==> src/logic/ready_seq_consts.vh <==
// Purpose: shared constants of the conversion ready sequencer
// Assumes: included by bare name from the design files
// Notes:   times are in ns; the conversion cycle count derives from the 25 ns master clock
`ifndef READY_SEQ_CONSTS_VH
`define READY_SEQ_CONSTS_VH

// ----------------------------------------------------------------------
// timing
// ----------------------------------------------------------------------
`define CLK_PERIOD_NS     25
`define CONVERT_REQUEST_N_TIME_NS      5000
// conversion length, rounded down to whole master clock cycles
`define CONVERT_REQUEST_N_CYCLES       ((`CONVERT_REQUEST_N_TIME_NS) / (`CLK_PERIOD_NS))
`define CAL_CYCLES        1024
`define CAL_SAMPLE_LEAD   4
`define READY_LEAD_CYCLES 2
`define BOOT_WAIT_CYCLES  3
`define SCLK_HALF_CYCLES  2

// ----------------------------------------------------------------------
// widths
// ----------------------------------------------------------------------
`define WORD_BITS         16
`define CNT_BITS          16
`define BITCNT_BITS       5

// ----------------------------------------------------------------------
// synchroniser bit positions and reset values
// ----------------------------------------------------------------------
`define SY_CAL            0
`define SY_CONVERT_REQUEST_N_N         1
`define SY_CS_N           2
`define SY_SCLK           3
`define SY_ROLE           4
`define SY_RESET_VAL      5'h06

`endif

==> src/logic/conversion_ready_sequencer.v <==
// Purpose: ready flag sequencing around calibration and conversion
// Assumes: i_clk is the master clock; pins are asynchronous to it
// Notes:   o_ready_n high means no fresh word; low means a word waits
//
// Functional notes
// - ready flag goes high as soon as calibration begins.
// - near calibration end, sample the convert request level.
// - sampled request high: flag falls exactly at calibration end, no conversion.
// - sampled request low: convert right after calibration, flag stays high.
// - each conversion end drops the flag and strobes the load; the result word is loaded one clock later.
// - flag rises after every result bit has been shifted out.
// - select high and word unread: flag rises two clocks before next result.
// - slave mode, select low, nothing read: flag rises two clocks before result.
// - low convert request starts conversion unless busy; held low repeats.
// - calibrate high at reset release calibrates; else rising calibrate when idle.
// - result shifts msb first on rising shift clock; output floats when deselected.
`timescale 1ns/10ps
`default_nettype none
`include "ready_seq_consts.vh"

module conversion_ready_sequencer #(
  parameter WORD_BITS   = `WORD_BITS,
  parameter CAL_CYCLES  = `CAL_CYCLES,
  parameter CONVERT_REQUEST_N_CYCLES = `CONVERT_REQUEST_N_CYCLES,
  parameter SCLK_HALF   = `SCLK_HALF_CYCLES
) (
  input  wire                 i_clk,
  input  wire                 i_resetn,
  input  wire                 i_calibrate,
  input  wire                 i_convert_request_n,
  input  wire                 i_select_n,
  input  wire                 i_sclk,
  input  wire                 i_port_role_select,
  input  wire [WORD_BITS-1:0] i_result_word,
  output reg                  o_ready_n,
  output wire                 o_serial_result_out,
  output reg                  o_serial_result_out_oe,
  output reg                  o_sclk_out,
  output reg                  o_sclk_oe,
  output reg                  o_calibrating,
  output reg                  o_converting
);

  // one-hot states
  localparam [3:0] ST_BOOT = 4'h1;
  localparam [3:0] ST_IDLE = 4'h2;
  localparam [3:0] ST_CAL  = 4'h4;
  localparam [3:0] ST_CONVERT_REQUEST_N = 4'h8;

  // end points worked out at full width, then cut to the counter width on purpose
  localparam integer CAL_LAST_W   = CAL_CYCLES - 1;
  localparam integer CAL_SAMPLE_W = CAL_CYCLES - 1 - `CAL_SAMPLE_LEAD;
  localparam integer CONVERT_REQUEST_N_LAST_W  = CONVERT_REQUEST_N_CYCLES - 1;
  localparam integer CONVERT_REQUEST_N_RAISE_W = CONVERT_REQUEST_N_CYCLES - 1 - `READY_LEAD_CYCLES;
  localparam integer BOOT_LAST_W  = `BOOT_WAIT_CYCLES - 1;
  localparam integer SCLK_LAST_W  = SCLK_HALF - 1;

  localparam [`CNT_BITS-1:0] CAL_LAST    = CAL_LAST_W[`CNT_BITS-1:0];
  localparam [`CNT_BITS-1:0] CAL_SAMPLE  = CAL_SAMPLE_W[`CNT_BITS-1:0];
  localparam [`CNT_BITS-1:0] CONVERT_REQUEST_N_LAST   = CONVERT_REQUEST_N_LAST_W[`CNT_BITS-1:0];
  localparam [`CNT_BITS-1:0] CONVERT_REQUEST_N_RAISE  = CONVERT_REQUEST_N_RAISE_W[`CNT_BITS-1:0];
  localparam [`CNT_BITS-1:0] BOOT_LAST   = BOOT_LAST_W[`CNT_BITS-1:0];
  localparam [`CNT_BITS-1:0] SCLK_LAST   = SCLK_LAST_W[`CNT_BITS-1:0];

  reg  [1:0]            rst_sync_reg;
  wire                  rst_n;
  reg  [4:0]            sync1_reg;
  reg  [4:0]            sync2_reg;
  reg                   cal_prev_reg;
  reg                   sclk_prev_reg;
  reg  [3:0]            state_reg;
  reg  [`CNT_BITS-1:0]  cnt_reg;
  reg  [`CNT_BITS-1:0]  div_reg;
  reg                   convert_request_n_sampled_reg;
  reg                   pending_reg;
  reg                   read_started_reg;
  reg                   load_reg;
  wire                  shift_done;
  wire                  cal_s;
  wire                  convert_request_n_n_s;
  wire                  cs_n_s;
  wire                  slave_mode;
  wire                  sclk_rise;
  wire                  own_rise;
  wire                  shift_pulse;
  wire                  convert_request_n_end;

  // ----------------------------------------------------------------------
  // reset release and pin synchronisers
  // ----------------------------------------------------------------------
  always @(posedge i_clk or negedge i_resetn) begin
    if (!i_resetn) begin
      rst_sync_reg <= 2'h0;
    end else begin
      rst_sync_reg <= {rst_sync_reg[0], 1'b1};
    end
  end
  assign rst_n = rst_sync_reg[1];

  // first stage feeds only the second; edge detectors look at stage two
  always @(posedge i_clk or negedge rst_n) begin
    if (!rst_n) begin
      sync1_reg     <= `SY_RESET_VAL;
      sync2_reg     <= `SY_RESET_VAL;
      cal_prev_reg  <= 1'b0;
      sclk_prev_reg <= 1'b0;
    end else begin
      sync1_reg     <= {i_port_role_select, i_sclk, i_select_n,
                        i_convert_request_n, i_calibrate};
      sync2_reg     <= sync1_reg;
      cal_prev_reg  <= sync2_reg[`SY_CAL];
      sclk_prev_reg <= sync2_reg[`SY_SCLK];
    end
  end

  assign cal_s      = sync2_reg[`SY_CAL];
  assign convert_request_n_n_s   = sync2_reg[`SY_CONVERT_REQUEST_N_N];
  assign cs_n_s     = sync2_reg[`SY_CS_N];
  assign slave_mode = ~sync2_reg[`SY_ROLE];
  assign sclk_rise  = sync2_reg[`SY_SCLK] & ~sclk_prev_reg;

  // ----------------------------------------------------------------------
  // shift clock source: controller's clock in slave mode, own divider else
  // ----------------------------------------------------------------------
  // the divider only runs while a word waits and the port is selected
  assign own_rise    = ~slave_mode & ~o_sclk_out & (div_reg == SCLK_LAST);
  assign shift_pulse = pending_reg & ~cs_n_s & ~load_reg
                       & (slave_mode ? sclk_rise : own_rise);

  always @(posedge i_clk or negedge rst_n) begin
    if (!rst_n) begin
      div_reg    <= {`CNT_BITS{1'b0}};
      o_sclk_out <= 1'b0;
      o_sclk_oe  <= 1'b0;
    end else begin
      o_sclk_oe <= ~slave_mode & ~cs_n_s;
      if (slave_mode | cs_n_s | ~pending_reg) begin
        div_reg    <= {`CNT_BITS{1'b0}};
        o_sclk_out <= 1'b0;
      end else if (div_reg == SCLK_LAST) begin
        div_reg    <= {`CNT_BITS{1'b0}};
        o_sclk_out <= ~o_sclk_out;
      end else begin
        div_reg <= div_reg + 1'b1;
      end
    end
  end

  // ----------------------------------------------------------------------
  // result output register
  // ----------------------------------------------------------------------
  result_shifter #(
    .WIDTH   (WORD_BITS)
  ) u_shifter (
    .i_clk   (i_clk),
    .i_rst_n (rst_n),
    .i_load  (load_reg),
    .i_word  (i_result_word),
    .i_shift (shift_pulse),
    .i_clear (cs_n_s),
    .o_bit   (o_serial_result_out),
    .o_done  (shift_done)
  );

  // data pin floats while deselected
  always @(posedge i_clk or negedge rst_n) begin
    if (!rst_n) begin
      o_serial_result_out_oe <= 1'b0;
    end else begin
      o_serial_result_out_oe <= ~cs_n_s;
    end
  end

  // ----------------------------------------------------------------------
  // sequencer: calibration, conversion and the ready flag
  // ----------------------------------------------------------------------
  assign convert_request_n_end = state_reg[3] & (cnt_reg == CONVERT_REQUEST_N_LAST);

  always @(posedge i_clk or negedge rst_n) begin
    if (!rst_n) begin
      state_reg        <= ST_BOOT;
      cnt_reg          <= {`CNT_BITS{1'b0}};
      convert_request_n_sampled_reg <= 1'b1;
      pending_reg      <= 1'b0;
      read_started_reg <= 1'b0;
      load_reg         <= 1'b0;
      o_ready_n        <= 1'b1;
      o_calibrating    <= 1'b0;
      o_converting     <= 1'b0;
    end else begin
      load_reg <= 1'b0;
      // readout bookkeeping; a load in the same cycle overrides below
      if (shift_pulse) begin
        read_started_reg <= 1'b1;
      end
      if (shift_done) begin
        pending_reg <= 1'b0;
        o_ready_n   <= 1'b1;
      end
      case (state_reg)
        ST_BOOT: begin
          // wait until the strap has crossed the synchroniser
          cnt_reg <= cnt_reg + 1'b1;
          if (cnt_reg == BOOT_LAST) begin
            cnt_reg <= {`CNT_BITS{1'b0}};
            if (cal_s) begin
              state_reg     <= ST_CAL;
              o_calibrating <= 1'b1;
              o_ready_n     <= 1'b1;
            end else begin
              state_reg <= ST_IDLE;
              o_ready_n <= 1'b0;
            end
          end
        end
        ST_IDLE: begin
          cnt_reg <= {`CNT_BITS{1'b0}};
          if (cal_s & ~cal_prev_reg) begin
            state_reg     <= ST_CAL;
            o_calibrating <= 1'b1;
            o_ready_n     <= 1'b1;
          end else if (~convert_request_n_n_s) begin
            state_reg    <= ST_CONVERT_REQUEST_N;
            o_converting <= 1'b1;
          end
        end
        ST_CAL: begin
          cnt_reg <= cnt_reg + 1'b1;
          if (cnt_reg == CAL_SAMPLE) begin
            convert_request_n_sampled_reg <= convert_request_n_n_s;
          end
          if (cnt_reg == CAL_LAST) begin
            cnt_reg       <= {`CNT_BITS{1'b0}};
            o_calibrating <= 1'b0;
            if (convert_request_n_sampled_reg) begin
              state_reg <= ST_IDLE;
              o_ready_n <= 1'b0;
            end else begin
              state_reg    <= ST_CONVERT_REQUEST_N;
              o_converting <= 1'b1;
            end
          end
        end
        ST_CONVERT_REQUEST_N: begin
          cnt_reg <= cnt_reg + 1'b1;
          // early raise so a waiting controller sees the flag fall again
          if ((cnt_reg == CONVERT_REQUEST_N_RAISE) & pending_reg
              & (cs_n_s | (slave_mode & ~read_started_reg))) begin
            o_ready_n <= 1'b1;
          end
          if (convert_request_n_end) begin
            cnt_reg          <= {`CNT_BITS{1'b0}};
            load_reg         <= 1'b1;
            pending_reg      <= 1'b1;
            read_started_reg <= 1'b0;
            o_ready_n        <= 1'b0;
            if (convert_request_n_n_s) begin
              state_reg    <= ST_IDLE;
              o_converting <= 1'b0;
            end else begin
              state_reg <= ST_CONVERT_REQUEST_N;
            end
          end
        end
        default: begin
          state_reg <= ST_IDLE;
        end
      endcase
    end
  end

endmodule
`default_nettype wire

==> src/logic/result_shifter.v <==
// Purpose: serial output register for the result word
// Assumes: one clock; load and shift are single-cycle strobes
// Notes:   msb first; done pulses once after the last bit has left
`timescale 1ns/10ps
`default_nettype none
`include "ready_seq_consts.vh"

module result_shifter #(
  parameter WIDTH = `WORD_BITS
) (
  input  wire             i_clk,
  input  wire             i_rst_n,
  input  wire             i_load,
  input  wire [WIDTH-1:0] i_word,
  input  wire             i_shift,
  input  wire             i_clear,
  output reg              o_bit,
  output reg              o_done
);

  reg [WIDTH-1:0]            shift_reg;
  reg [`BITCNT_BITS-1:0]     count_reg;

  // ----------------------------------------------------------------------
  // shift register and bit counter
  // ----------------------------------------------------------------------
  // load wins over shift so a fresh word is never skewed by a stray edge
  always @(posedge i_clk or negedge i_rst_n) begin
    if (!i_rst_n) begin
      shift_reg <= {WIDTH{1'b0}};
      count_reg <= {`BITCNT_BITS{1'b0}};
      o_bit     <= 1'b0;
      o_done    <= 1'b0;
    end else begin
      o_done <= 1'b0;
      if (i_load) begin
        shift_reg <= i_word;
        o_bit     <= i_word[WIDTH-1];
        count_reg <= {`BITCNT_BITS{1'b0}};
      end else if (i_clear) begin
        count_reg <= {`BITCNT_BITS{1'b0}};
      end else if (i_shift) begin
        shift_reg <= {shift_reg[WIDTH-2:0], 1'b0};
        o_bit     <= shift_reg[WIDTH-2];
        count_reg <= count_reg + 1'b1;
        if (count_reg == WIDTH[`BITCNT_BITS-1:0] - 1'b1) begin
          o_done <= 1'b1;
        end
      end
    end
  end

endmodule
`default_nettype wire

==> config.mk <==
export PLATFORM = sky130hd
export DESIGN_NAME = conversion_ready_sequencer
export DESIGN_NICKNAME = d
export VERILOG_FILES = /design/src/logic/conversion_ready_sequencer.v /design/src/logic/result_shifter.v
export VERILOG_INCLUDE_DIRS = /design/src /design/src/logic
export SDC_FILE = /design/constraint.sdc
export NUM_CORES = 1
export LEC_CHECK = 0
export BUFFER_PORTS_ARGS = -buffer_cell sky130_fd_sc_hd__buf_4
export CORE_ASPECT_RATIO = 0.6
export CORE_MARGIN = 1
export CORE_UTILIZATION = 50
export CTS_BUF_LIST = sky130_fd_sc_hd__clkbuf_2 sky130_fd_sc_hd__clkbuf_4 sky130_fd_sc_hd__clkbuf_8
export DETAILED_ROUTE_END_ITERATION = 8
export PLACE_DENSITY_LB_ADDON = 0.15
export SLEW_MARGIN = 20
export SYNTH_ARGS = -nofsm -noshare
export SYNTH_HDL_FRONTEND = slang
export SYNTH_SLANG_ARGS = --single-unit
export TNS_END_PERCENT = 100
==> constraint.sdc <==
create_clock -name i_clk -period 3.3 [get_ports i_clk]
set_input_delay 0.66 -clock i_clk [delete_from_list [all_inputs] [get_ports i_clk]]
set_output_delay 0.66 -clock i_clk [all_outputs]
set_load 0.01 [all_outputs]
== Word level (Yosys, flattened, before mapping) ==
Cells that the tools add are included.

* Word-level logic and storage cells: 141
* Flip-flop bits (word level): 82
* Bits of input ports: 23
* Output and inout port bits: 7

* Eq/ne operators: 22
* Muxes and demuxes: 60
* Reduce and logical (&&, ||, !) cells: 11
* Bitwise logic cells: 23
* Add/sub/neg operators: 3

{| class="wikitable"
|+ Operators by type and width
! kind !! count
|-
| 16-bit 2-to-1 mux || 5
|-
| 16-bit case mux with 4 select lines || 1
|-
| 15-bit 2-to-1 mux || 3
|-
| 1-bit 2-to-1 mux || 36
|-
| 16-bit by 1-bit adder with 16-bit output, second input constant || 2
|-
| 16-bit by 10-bit == test with 1-bit output, second input constant || 2
|-
| 16-bit by 8-bit == test with 1-bit output, second input constant || 2
|-
| 4-bit 2-to-1 mux || 7
|-
| 2-bit inequality test, second input constant || 9
|-
| 16-bit by 1-bit == test with 1-bit output, second input constant || 1
|-
| 16-bit by 2-bit == test with 1-bit output, second input constant || 1
|-
| 4-bit case mux with 4 select lines || 1
|-
| 5-bit 2-to-1 mux || 3
|-
| 1-bit AND || 12
|-
| 3-bit nonzero test || 3
|-
| 1-bit inverter || 8
|-
| 7-bit AND reduction || 1
|-
| 1-bit case mux with 3 select lines || 2
|-
| 5-bit by 1-bit adder with 5-bit output, second input constant || 1
|-
| 5-bit by 4-bit == test with 1-bit output, second input constant || 1
|-
| 5-bit AND reduction || 1
|-
| 4-bit by 1-bit == test with 1-bit output, second input constant || 1
|-
| 4-bit by 2-bit == test with 1-bit output, second input constant || 1
|-
| 4-bit by 3-bit == test with 1-bit output, second input constant || 1
|-
| other kinds (10) || 14
|}

== Logic depth before layout (Yosys ltp) ==
Gate-level depths: netlist of run 1.

* Depth in word-level cells: 8
* Depth in mapped cells: 8
* Gate-level depth less buffers: 7

== Cells and area by module ==
A second synthesis of run 1 with hierarchy kept.

* Cell total of the unflattened synthesis: 393
* Area, all modules: 4161.5 um^2

{| class="wikitable"
|+ Modules (own cells, without submodules)
! module !! area each (um^2) !! sequential area each (um^2) !! times used !! cells each
|-
| conversion_ready_sequencer || 2960.3 || 1510.2 || 1 || 293
|-
| result_shifter || 1201.2 || 550.5 || 1 || 100
|}

== Worst setup path after synthesis of run 1 ==
Ideal clock, no wire load.

* Path kind: flip-flop to flip-flop
* Start: register cnt_reg[8]
* End: register o_converting
* Library setup time: 0.128 ns
* Data required time: 3.172 ns
* Buffers on the path: 0
* Slack: 1.281 ns
* Arrival time: 1.892 ns
* Period minus slack after synthesis: 2.019 ns
* Stages on the path, launching flop included: 6
* Cells stage by stage: dfrtp_1 -> or4_1 -> and4bb_4 -> a21oi_2 -> nor3_2 -> mux2_1

* Word-level cells in the longest chain between the ends: 4
* Elaborated cells on any way between the ends: 6
* Classes of those cells: eq/ne (4); bitwise (1); reduce/logical (1)

{| class="wikitable"
|+ Ends and longest elaborated chain
! item !! line !! source
|-
| start: declaration || conversion_ready_sequencer.v:72 || <nowiki>reg [`CNT_BITS-1:0] cnt_reg;</nowiki>
|-
| start signal: assignment || conversion_ready_sequencer.v:182 || <nowiki>cnt_reg <= {`CNT_BITS{1'b0}};</nowiki>
|-
| start signal: assignment || conversion_ready_sequencer.v:203 || <nowiki>cnt_reg <= cnt_reg + 1'b1;</nowiki>
|-
| start signal: assignment || conversion_ready_sequencer.v:205 || <nowiki>cnt_reg <= {`CNT_BITS{1'b0}};</nowiki>
|-
| 16-bit by 8-bit == test with 1-bit output || conversion_ready_sequencer.v:177 || <nowiki>assign convert_request_n_end = state_reg[3] & (cnt_reg == CONVERT_REQUEST_N_LAST);</nowiki>
|-
| 1-bit AND || conversion_ready_sequencer.v:177 ||
|-
| 2-bit inequality test (no line) || - ||
|-
| 7-bit AND reduction (no line) (*) || - ||
|-
| end signal: assignment || conversion_ready_sequencer.v:189 || <nowiki>o_converting <= 1'b0;</nowiki>
|-
| end signal: assignment || conversion_ready_sequencer.v:224 || <nowiki>o_converting <= 1'b1;</nowiki>
|-
| end signal: assignment || conversion_ready_sequencer.v:240 || <nowiki>o_converting <= 1'b1;</nowiki>
|-
| end: declaration || conversion_ready_sequencer.v:41 || <nowiki>output reg o_converting</nowiki>
|}

Every way passes the cells marked *; elsewhere a longest branch is shown, timed or not.
A chain may end at the register's enable or synchronous reset.

== Final worst setup path of run 1 ==
* Start: register state_reg[3]
* End: register cnt_reg[15]

* Word-level cells in the longest chain between the ends: 3
* Elaborated cells on any way between the ends: 8
* Classes of those cells: eq/ne (4); mux (2); bitwise (1); reduce/logical (1)

{| class="wikitable"
|+ Ends and longest elaborated chain
! item !! line !! source
|-
| start: declaration || conversion_ready_sequencer.v:71 || <nowiki>reg [3:0] state_reg;</nowiki>
|-
| start signal: assignment || conversion_ready_sequencer.v:181 || <nowiki>state_reg <= ST_BOOT;</nowiki>
|-
| start signal: assignment || conversion_ready_sequencer.v:207 || <nowiki>state_reg <= ST_CAL;</nowiki>
|-
| start signal: assignment || conversion_ready_sequencer.v:211 || <nowiki>state_reg <= ST_IDLE;</nowiki>
|-
| 1-bit AND || conversion_ready_sequencer.v:177 ||
|-
| 16-bit 2-to-1 mux || conversion_ready_sequencer.v:251 || <nowiki>if (convert_request_n_end) begin</nowiki>
|-
| 16-bit case mux with 4 select lines || conversion_ready_sequencer.v:200 || <nowiki>case (state_reg)</nowiki>
|-
| end signal: assignment || conversion_ready_sequencer.v:182 ||
|-
| end signal: assignment || conversion_ready_sequencer.v:203 ||
|-
| end signal: assignment || conversion_ready_sequencer.v:252 || <nowiki>cnt_reg <= {`CNT_BITS{1'b0}};</nowiki>
|}

Several ways; a longest one is shown, not always the timed one.

==> run_results.csv, run 1 <==
group,metric,value,unit
yosys,avgSynthCellArea,10.4,um^2
setup_path,worstPathArrival,2.53,ns
yosys,syn-num-nets,412,
global_routing,antenna_found_initial,0,
setup_path,crit_start,"state_reg[3]",
place,io_buffers,29,
timing,grt_setup_unrepaired,"no",
setup_path,crit_buf_inv,0,
outcome,status,"completed",
timing,clock_skew,0.00947,ns
yosys,async_flop_share,100,%
floorplanning,dieArea,0.00835,mm^2
timing,finalHoldViolCount,0,
route,drt-total-wl,7910,um
yosys,yosysSeqAreaShare,51.7,%
yosys,synth_top_cell_by_area,"dfrtp_1",
power_and_ir_drop,switching_power,0.845,mW
clocking,clk_pin_slew,0.09,ns
yosys,synth_warnings,0,
cells_and_area,final_common_cell,"dfrtp_1",
clocking,postCtsHoldBufs,0,
timing,worst_slack,0.995,ns
setup_path,end_kind,"flip-flop",
hold_path,hold_class,"input port to asynchronous set/reset pin",
clocking,clockBufferDepth,2,
cells_and_area,final_cell_mix,"74 x dfrtp_1, 40 x nor2_1, 33 x nand2_1, 31 x buf_4, 19 x xor2_1",
yosys,synth_edf_count,0,
floorplanning,ios,30,
setup_path,critPathMaxFanout,18,
timing,period_needed,2.31,ns
yosys,syn_inst,382,
place,place_hpwl,5440,um
clocking,cts_tree,"done",
global_routing,globalRoute.totalOverflow,0,
route,dr.pass1.iters,4,
timing,worst_pin_slew,0.727,ns
setup_path,path_delay_family,"compound AO/OA/AOI/OAI gates",
route,viasPerCell,5.66,
power_and_ir_drop,finalPower,2.51,mW
power_and_ir_drop,clockPowerShare,29.4,%
setup_path,cp-start-kind,"flip-flop",
yosys,synth.ff_latch_count,82,
clocking,cts_resized,0,
global_routing,grt_max_degree,81,
yosys,yosysTopAreaCellShare,47.1,%
route,drtIter0Drc,166,
timing,fmax,434,MHz
yosys,synth_area_leaders,"dfrtp_1 47%, dfstp_2 4.6%, xor2_1 4.2%, nor2_1 3.8%, nand2_1 3.1%",
route,antenna_left,0,
power_and_ir_drop,netSwitchingFraction,33.7,%
power_and_ir_drop,power.share.combinational,23.7,%
power_and_ir_drop,power_density,559,mW/mm^2
timing,holdWs,0.0613,ns
cells_and_area,nets,440,
clocking,cts_inserted_buffers,9,
timing,tns,0,ns
setup_path,cp_data_required_time,3.52,ns
clocking,postCtsSetupRepairBufs,0,
place,dpl_worst_slack,0.978,ns
route,wl_per_cell,15.2,um
power_and_ir_drop,p_seq_share,46.9,%
yosys,synth_area,0.00399,mm^2
power_and_ir_drop,vdd.ir_drop.worst,0.000236,V
clocking,cts_max_level,3,
cells_and_area,syn2layout_area_growth,12.5,%
setup_path,r2r_start,"state_reg[3]",
clocking,cts_root_buffer,"clkbuf_8",
global_routing,grt_pass1_vias,2646,
cells_and_area,drive_gt1_share,17.6,%
clocking,clkLatencyLatePin,0.36,ns
timing,setup_viol,0,
setup_path,cpPeakStageDelay,0.57,ns
route,drc,0,
floorplanning,core,0.00748,mm^2
floorplanning,start_util,53.3,%
power_and_ir_drop,internal-power,1.66,mW
global_routing,grt_pass1_wl,13300,um
setup_path,reg2reg_slack,0.99,ns
timing,max-slew-margin-rel,50.8,%
cells_and_area,diodes,0,
clocking,clock-sinks,82,
setup_path,worstSetupPathType,"flip-flop to flip-flop",
floorplanning,fp.dieH,71.2,um
setup_path,path_cells,"nor4b_4 > a211o_1 > nand4b_1 > o21ai_2 > nor2_1",
run,max_cap_viol_count,0,
timing,min_period_over_period,69.9,%
floorplanning,num_rows,24,
power_and_ir_drop,power.leakage,2.04,nW
yosys,ys.flop_type,"dfrtp_1",
setup_path,slowest_stage,"a211o_1",
cells_and_area,num-fill-cells,648,
global_routing,grtUsageTotal,21.5,%
route,dr_total_vias,2939,
place,gp_congestion,0.833,
yosys,ys_types,65,
timing,maxSlewViolCount,0,
floorplanning,die_w,117,um
through the flow:
step                instance area [um^2]  utilization [%]  cells
floorplan                           3990                -    382
global placement                    4260             57.0    502
detailed placement                  4260             57.0    502
CTS                                 4460             59.7    518
global route                        4480             60.0    519
finish                              4480             60.0    519
synth_stat cells, drive strengths merged, types with 3 or more instances:
| master | number |
|---|---|
| a22o | 9 |
| nor2b | 3 |
| mux2 | 3 |
| xor2 | 19 |
| a211o | 3 |
| and3 | 11 |
| nand2 | 33 |
| xnor2 | 7 |
| nor3b | 3 |
| or3 | 4 |
| o21ai | 15 |
| buf | 6 |
| nor4b | 6 |
| o22ai | 3 |
| nor3 | 8 |
| dfstp | 7 |
| o311ai | 5 |
| a21oi | 8 |
| and4bb | 3 |
| dfrtp | 75 |
| inv | 18 |
| ha | 7 |
| clkbuf | 8 |
| nor4 | 5 |
| nand4 | 15 |
| a21o | 10 |
| nor2 | 40 |
| nand3 | 17 |
routing by layer:
metal | wire (um) | vias to the layer above | track usage, %
met5 | 0 | - | 0
met4 | 67 | 0 | 6.33
met3 | 461 | 7 | 7.37
met2 | 3110 | 57 | 26.9
met1 | 4260 | 1449 | 34.0
li1 | - | 1426 | -
worst reg2reg max path, cell delays in order, from the launching register on:
cell	delay (ns)
dfrtp_1	0.56
nor4b_4	0.45
a211o_1	0.57
nand4b_1	0.19
o21ai_2	0.28
nor2_1	0.12
power by group through the flow:
stage / Clock [mW] / Combinational (mW) / Sequential (mW)
floorplan: 0 / 0.505 / 1.15
global placement: 0 / 0.574 / 1.20
detailed placement: 0 / 0.573 / 1.20
CTS: 0.761 / 0.578 / 1.18
global route: 0.812 / 0.659 / 1.19
finish: 0.737 / 0.594 / 1.18
layout make-up:
cell class,instances,area (um^2),share of cell area [%]
Sequential cell,82,2060,46.0
Multi-Input combinational cell,267,1770,39.4
Timing Repair Buffer,32,253,5.64
Tap cell,104,130,2.90
Clock buffer,9,124,2.76
Clock inverter,7,77.6,1.73
Inverter,18,67.6,1.51
final timing paths:
kind,endpoint,cells after the start
worst min register to register,cnt_reg[13],0
worst max register to register,cnt_reg[15],5
worst max-delay path,cnt_reg[15],5
min in group i_clk,rst_sync_reg[1],0
max in group asynchronous,sync1_reg[1],1
worst min-delay path,rst_sync_reg[0],1
cells by family (layout without fill, tap and decap cells):
group,Yosys count,in the layout,share of synthesized area (%)
and+or+nand+nor,159,159,22.3
DFF,82,82,51.7
AOI/OAI and AO/OA,69,69,12.6
buffers and inverters,33,66,4.05
xor gates and xnor gates,26,26,5.71
adders and majority gates,7,7,2.20
muxes,5,5,1.35
other,1,1,0.0941
(Power assumes the default switching activity.)
==> inputs of run 2 (changes only) <==
clock period = 2.36 ns   (was 3.3 ns; I/O delays follow)
==> run 2 against run 1 <==
Clock power up 38%. Clock skew fell by 0.0015 ns. Via count up 1.0%. Design area up 1.8%. Fmax rose by 7.5%. Non-clock buffer count grew 9. Core utilization is 1.1 points higher. Critical path depth unchanged. First-iteration DRC count is 55% higher. Largest cell class unchanged.
==> run_results.csv, run 2 (synthesized netlist as in run 1, its figures left out) <==
group,metric,value,unit
setup_path,slowest_stage,"or4_1",
cells_and_area,drive_gt1_share,19.1,%
power_and_ir_drop,power_density,787,mW/mm^2
outcome,status,"completed",
timing,worst_slack,0.215,ns
setup_path,cp-start-kind,"flip-flop",
cells_and_area,final_area,0.00457,mm^2
setup_path,cp_data_required_time,2.60,ns
power_and_ir_drop,vdd.ir_drop.worst,0.000551,V
setup_path,critPathMaxFanout,7,
route,dr_total_vias,2969,
route,route.met2.wl,3300,um
timing,clock_skew,0.00798,ns
setup_path,path_cells,"or4_1 > and4bb_4 > a21oi_2 > nor3_2 > mux2_1",
cells_and_area,ff_latch_area,0.00206,mm^2
cells_and_area,diodes,0,
place,placed_area,0.00436,mm^2
setup_path,path_delay_family,"simple AND/OR/NAND/NOR gates",
cells_and_area,multi_input_area,0.00177,mm^2
clocking,clockBufferDepth,2,
setup_path,rr_worst_depth,5,
route,drc,0,
floorplanning,core,0.00748,mm^2
route,dr.pass1.iters,4,
cells_and_area,final_common_cell,"dfrtp_1",
cells_and_area,syn2layout_area_growth,14.5,%
clocking,clk_pin_slew,0.08,ns
route,antenna_left,0,
route,m1WireLength,4240,um
hold_path,hold_class,"input port to flip-flop",
setup_path,cpPeakStageDelay,0.54,ns
clocking,cts_tree,"done",
floorplanning,ios,30,
global_routing,grtUsageTotal,22.8,%
timing,tns,0,ns
place,place_hpwl,5620,um
clocking,clock-sinks,82,
floorplanning,num_rows,24,
route,top_layer_used,"met4",
cells_and_area,num-fill-cells,628,
timing,worst_pin_slew,0.604,ns
cells_and_area,final_cell_mix,"74 x dfrtp_1, 40 x nor2_1, 38 x buf_4, 33 x nand2_1, 19 x xor2_1",
timing,period_needed,2.15,ns
timing,fmax,466,MHz
global_routing,globalRoute.totalOverflow,0,
route,viasPerCell,5.62,
clocking,postCtsSetupRepairBufs,0,
global_routing,antenna_found_initial,0,
setup_path,worstSetupPathType,"flip-flop to flip-flop",
setup_path,cp_num_cells,5,
floorplanning,dieArea,0.00835,mm^2
setup_path,crit_buf_inv,0,
place,gp_congestion,0.905,
route,met3_length,577,um
power_and_ir_drop,power.leakage,2.09,nW
route,wl_per_cell,15.5,um
timing,maxSlewViolCount,0,
place,dpl_worst_slack,0.253,ns
floorplanning,fp.dieH,71.2,um
route,drt-total-wl,8210,um
place,io_buffers,29,
timing,grt_setup_unrepaired,"no",
timing,setup_viol,0,
route,drtIter0Drc,258,
timing,max-slew-margin-rel,59.6,%
setup_path,worstPathArrival,2.39,ns
timing,min_period_over_period,90.9,%
clocking,cts_inserted_buffers,9,
run,max_cap_viol_count,0,
global_routing,grt_pass1_wl,14200,um
cells_and_area,nets,449,
clocking,clkLatencyLatePin,0.36,ns
timing,finalHoldViolCount,0,
floorplanning,die_w,117,um
clocking,cts_root_buffer,"clkbuf_8",
floorplanning,start_util,53.3,%
setup_path,end_kind,"flip-flop",
clocking,cts_max_level,3,
hold_path,hold_depth,1,
global_routing,grt_max_degree,45,
global_routing,grt_pass1_vias,2815,
timing,holdWs,0.217,ns
==> run 2: cell types whose count changed in the layout (fill, tap and decap cells not counted) <==
cell           before  now
buf_4              31   38
clkinv_4            2    0
inv_6               2    0
buf_12              1    2
clkbuf_4            0    1
clkbuf_8            9   10
clkinv_2            1    2
clkinvlp_4          1    2
dlygate4sd3_1       0    1
==> run 2: area by class of cell <==
class / instances / area share (%)
Clock buffer: 11 / 3.18
Clock inverter: 5 / 1.21
Inverter: 18 / 1.48
Multi-Input combinational cell: 267 / 38.7
Sequential cell: 82 / 45.2
Tap cell: 104 / 2.85
Timing Repair Buffer: 41 / 7.34
==> run 2: worst paths after layout <==
| path | from | endpoint | slack, ns |
|---|---|---|---|
| worst max-delay path | cnt_reg[5] | o_converting | 0.21 |
| worst min-delay path | i_sclk | sync1_reg[3] | 0.22 |
| worst max register to register | cnt_reg[5] | o_converting | 0.21 |
| worst min register to register | rst_sync_reg[1] | div_reg[2] | 0.34 |
| max in group asynchronous | rst_sync_reg[1] | sync2_reg[1] | 1.34 |
| min in group asynchronous | rst_sync_reg[1] | div_reg[2] | 0.34 |
==> run 2: per-layer routing <==
metal | vias to the layer above | global-route usage [%]
li1 | 1437 | -
met1 | 1422 | 36.1
met2 | 99 | 29.3
met3 | 11 | 7.97
met4 | 0 | 5.20
met5 | - | 0
==> run 2: power by group <==
part	leakage (nW)	internal, mW	switching, mW	total (mW)
clock network	0.0987	0.525	0.499	1.02
logic	0.942	0.409	0.515	0.924
registers	1.05	1.49	0.150	1.65
total	2.09	2.43	1.16	3.59
==> run 2: through the flow <==
stage                     power, mW  utilization (%)  instances
after global placement         2.58             58.2        511
final                          3.59             61.1        528
after global routing           3.80             61.1        528
after CTS                      3.63             61.1        528
after floorplan                2.31                -        382
after detailed placement       2.58             58.2        511
==> run 2: timing repair <==
| action | CTS | global route |
|---|---|---|
| hold buffers | 1 | 0 |
| endpoints found under the setup margin | 0 | 0 |
| gates resized for setup | 0 | 0 |
| endpoints found under the hold margin | 2 | 0 |
==> inputs of run 3 (changes only) <==
CORE_UTILIZATION = 40   (was 50)
CTS_BUF_LIST = not set   (was sky130_fd_sc_hd__clkbuf_2 sky130_fd_sc_hd__clkbuf_4 sky130_fd_sc_hd__clkbuf_8)
==> run 3 against run 2 <==
Via count is 0.57% higher. Critical endpoint unchanged. Critical path type unchanged. Total power is 11% higher. Sequential share of layout area decreased by 1.9 points. Register-to-register slack better by 0.04 ns. Cell count increased by 6.6%. Fmax up 1.9%.
==> run_results.csv, run 3 (synthesized netlist as in run 1, its figures left out) <==
group,metric,value,unit
clocking,clkLatencyLatePin,0.34,ns
timing,maxSlewViolCount,0,
setup_path,worstSetupPathType,"flip-flop to flip-flop",
route,antenna_left,0,
timing,tns,0,ns
timing,min_period_over_period,89.2,%
global_routing,grt_max_degree,46,
setup_path,cpPeakStageDelay,0.54,ns
run,max_cap_viol_count,0,
clocking,clockBufferDepth,2,
global_routing,grt_pass1_vias,2749,
place,dpl_worst_slack,0.273,ns
clocking,clock-sinks,82,
global_routing,globalRoute.totalOverflow,0,
global_routing,grtUsageTotal,18.2,%
timing,grt_setup_unrepaired,"no",
clocking,cts_resized,0,
setup_path,path_delay_family,"simple AND/OR/NAND/NOR gates",
setup_path,critPathMaxFanout,7,
setup_path,cp-start-kind,"flip-flop",
route,viasPerCell,5.30,
route,dr_total_vias,2986,
floorplanning,start_util,42.3,%
setup_path,slowest_stage,"or4_1",
floorplanning,dieArea,0.0104,mm^2
floorplanning,core,0.00943,mm^2
floorplanning,num_rows,27,
power_and_ir_drop,finalPower,3.99,mW
route,wl_per_cell,15.0,um
cells_and_area,drive_gt1_share,20.6,%
cells_and_area,final_area,0.00476,mm^2
setup_path,worstPathArrival,2.33,ns
hold_path,hold_class,"input port to flip-flop",
route,drc,0,
setup_path,r2r_start,"cnt_reg[5]",
setup_path,cp_data_required_time,2.58,ns
cells_and_area,diodes,0,
setup_path,path_cells,"or4_1 > and4bb_4 > a21oi_2 > nor3_2 > mux2_1",
place,placed_area,0.00446,mm^2
setup_path,end_kind,"flip-flop",
place,gp_congestion,0.908,
timing,fmax,475,MHz
setup_path,crit_start,"cnt_reg[5]",
power_and_ir_drop,power.leakage,2.17,nW
cells_and_area,nets,458,
floorplanning,fp.dieH,79.3,um
clocking,cts_max_level,3,
cells_and_area,final_cell_mix,"74 x dfrtp_1, 47 x buf_4, 40 x nor2_1, 33 x nand2_1, 19 x xor2_1",
timing,max-slew-margin-rel,60.3,%
timing,period_needed,2.11,ns
timing,finalHoldViolCount,0,
setup_path,reg2reg_slack,0.25,ns
route,dr.pass1.iters,5,
power_and_ir_drop,power_density,837,mW/mm^2
route,drt-total-wl,8460,um
cells_and_area,syn2layout_area_growth,19.5,%
timing,setup_viol,0,
global_routing,grt_pass1_wl,14200,um
place,io_buffers,29,
clocking,postCtsSetupRepairBufs,0,
clocking,cts_inserted_buffers,9,
floorplanning,die_w,131,um
global_routing,antenna_found_initial,0,
floorplanning,ios,30,
clocking,cts_root_buffer,"clkbuf_16",
route,drtIter0Drc,231,
outcome,status,"completed",
timing,worst_slack,0.255,ns
clocking,clk_pin_slew,0.06,ns
setup_path,crit_buf_inv,0,
clocking,cts_tree,"done",
cells_and_area,final_common_cell,"dfrtp_1",
timing,clock_skew,0.0112,ns
power_and_ir_drop,vdd.ir_drop.worst,0.000422,V
timing,worst_pin_slew,0.595,ns
hold_path,hp-start,"i_convert_request_n",
place,place_hpwl,6150,um
## run 3: cell count changes in the layout (fill, tap and decap cells not counted)
cell       change
clkbuf_8      -10
buf_4          +9
clkbuf_16      +9
clkinv_4       +2
clkbuf_1       +1
clkbuf_4       -1
clkinv_2       -1
## run 3: worst paths after layout
| kind | end | cells after the start |
|---|---|---|
| worst max-delay path | o_converting | 5 |
| worst min-delay path | sync1_reg[1] | 1 |
| worst max register to register | o_converting | 5 |
| worst min register to register | cnt_reg[14] | 0 |
| max in group asynchronous | sync1_reg[2] | 1 |
| min in group asynchronous | cnt_reg[14] | 0 |
## run 3: area by class of cell
| cell class | instances | area, um^2 |
|---|---|---|
| Timing Repair Buffer | 50 | 403 |
| Sequential cell | 82 | 2060 |
| Tap cell | 130 | 163 |
| Clock inverter | 6 | 67.6 |
| Inverter | 18 | 67.6 |
| Multi-Input combinational cell | 267 | 1770 |
| Clock buffer | 10 | 229 |
| Fill cell | 857 | 4660 |
## run 3: metal layers
| layer | global-route usage, % | routed length [um] | share of wire, % |
|---|---|---|---|
| met1 | 29.2 | 4640 | 55 |
| met2 | 22.4 | 3250 | 38 |
| met3 | 5.19 | 503 | 5.9 |
| met4 | 6.21 | 67 | 0.79 |
| met5 | 0 | 0 | 0 |
## run 3: power by group
group	leakage, nW	switching (mW)	internal (mW)
Sequential	1.05	0.152	1.50
Combinational	0.985	0.524	0.436
Clock	0.139	0.557	0.820
Total	2.17	1.23	2.75
## run 3: worst register-to-register path, stage by stage (launching register included)
cell and delay (ns):
dfrtp_1 0.42, or4_1 0.54, and4bb_4 0.41, a21oi_2 0.10, nor3_2 0.19, mux2_1 0.33
## run 3: repair_timing
item                       CTS  global route
setup endpoints to repair    0             0
hold buffers                 1             0
hold endpoints to repair     2             0
## run 3: through the flow
step	util [%]	cells	hold slack [ns]
2_1_floorplan	-	382	0.176
3_3_place_gp	47.3	546	0.255
3_5_place_dp	47.3	546	0.256
4_1_cts	50.5	563	0.222
5_1_grt	50.5	563	0.225
6_report	50.5	563	0.237
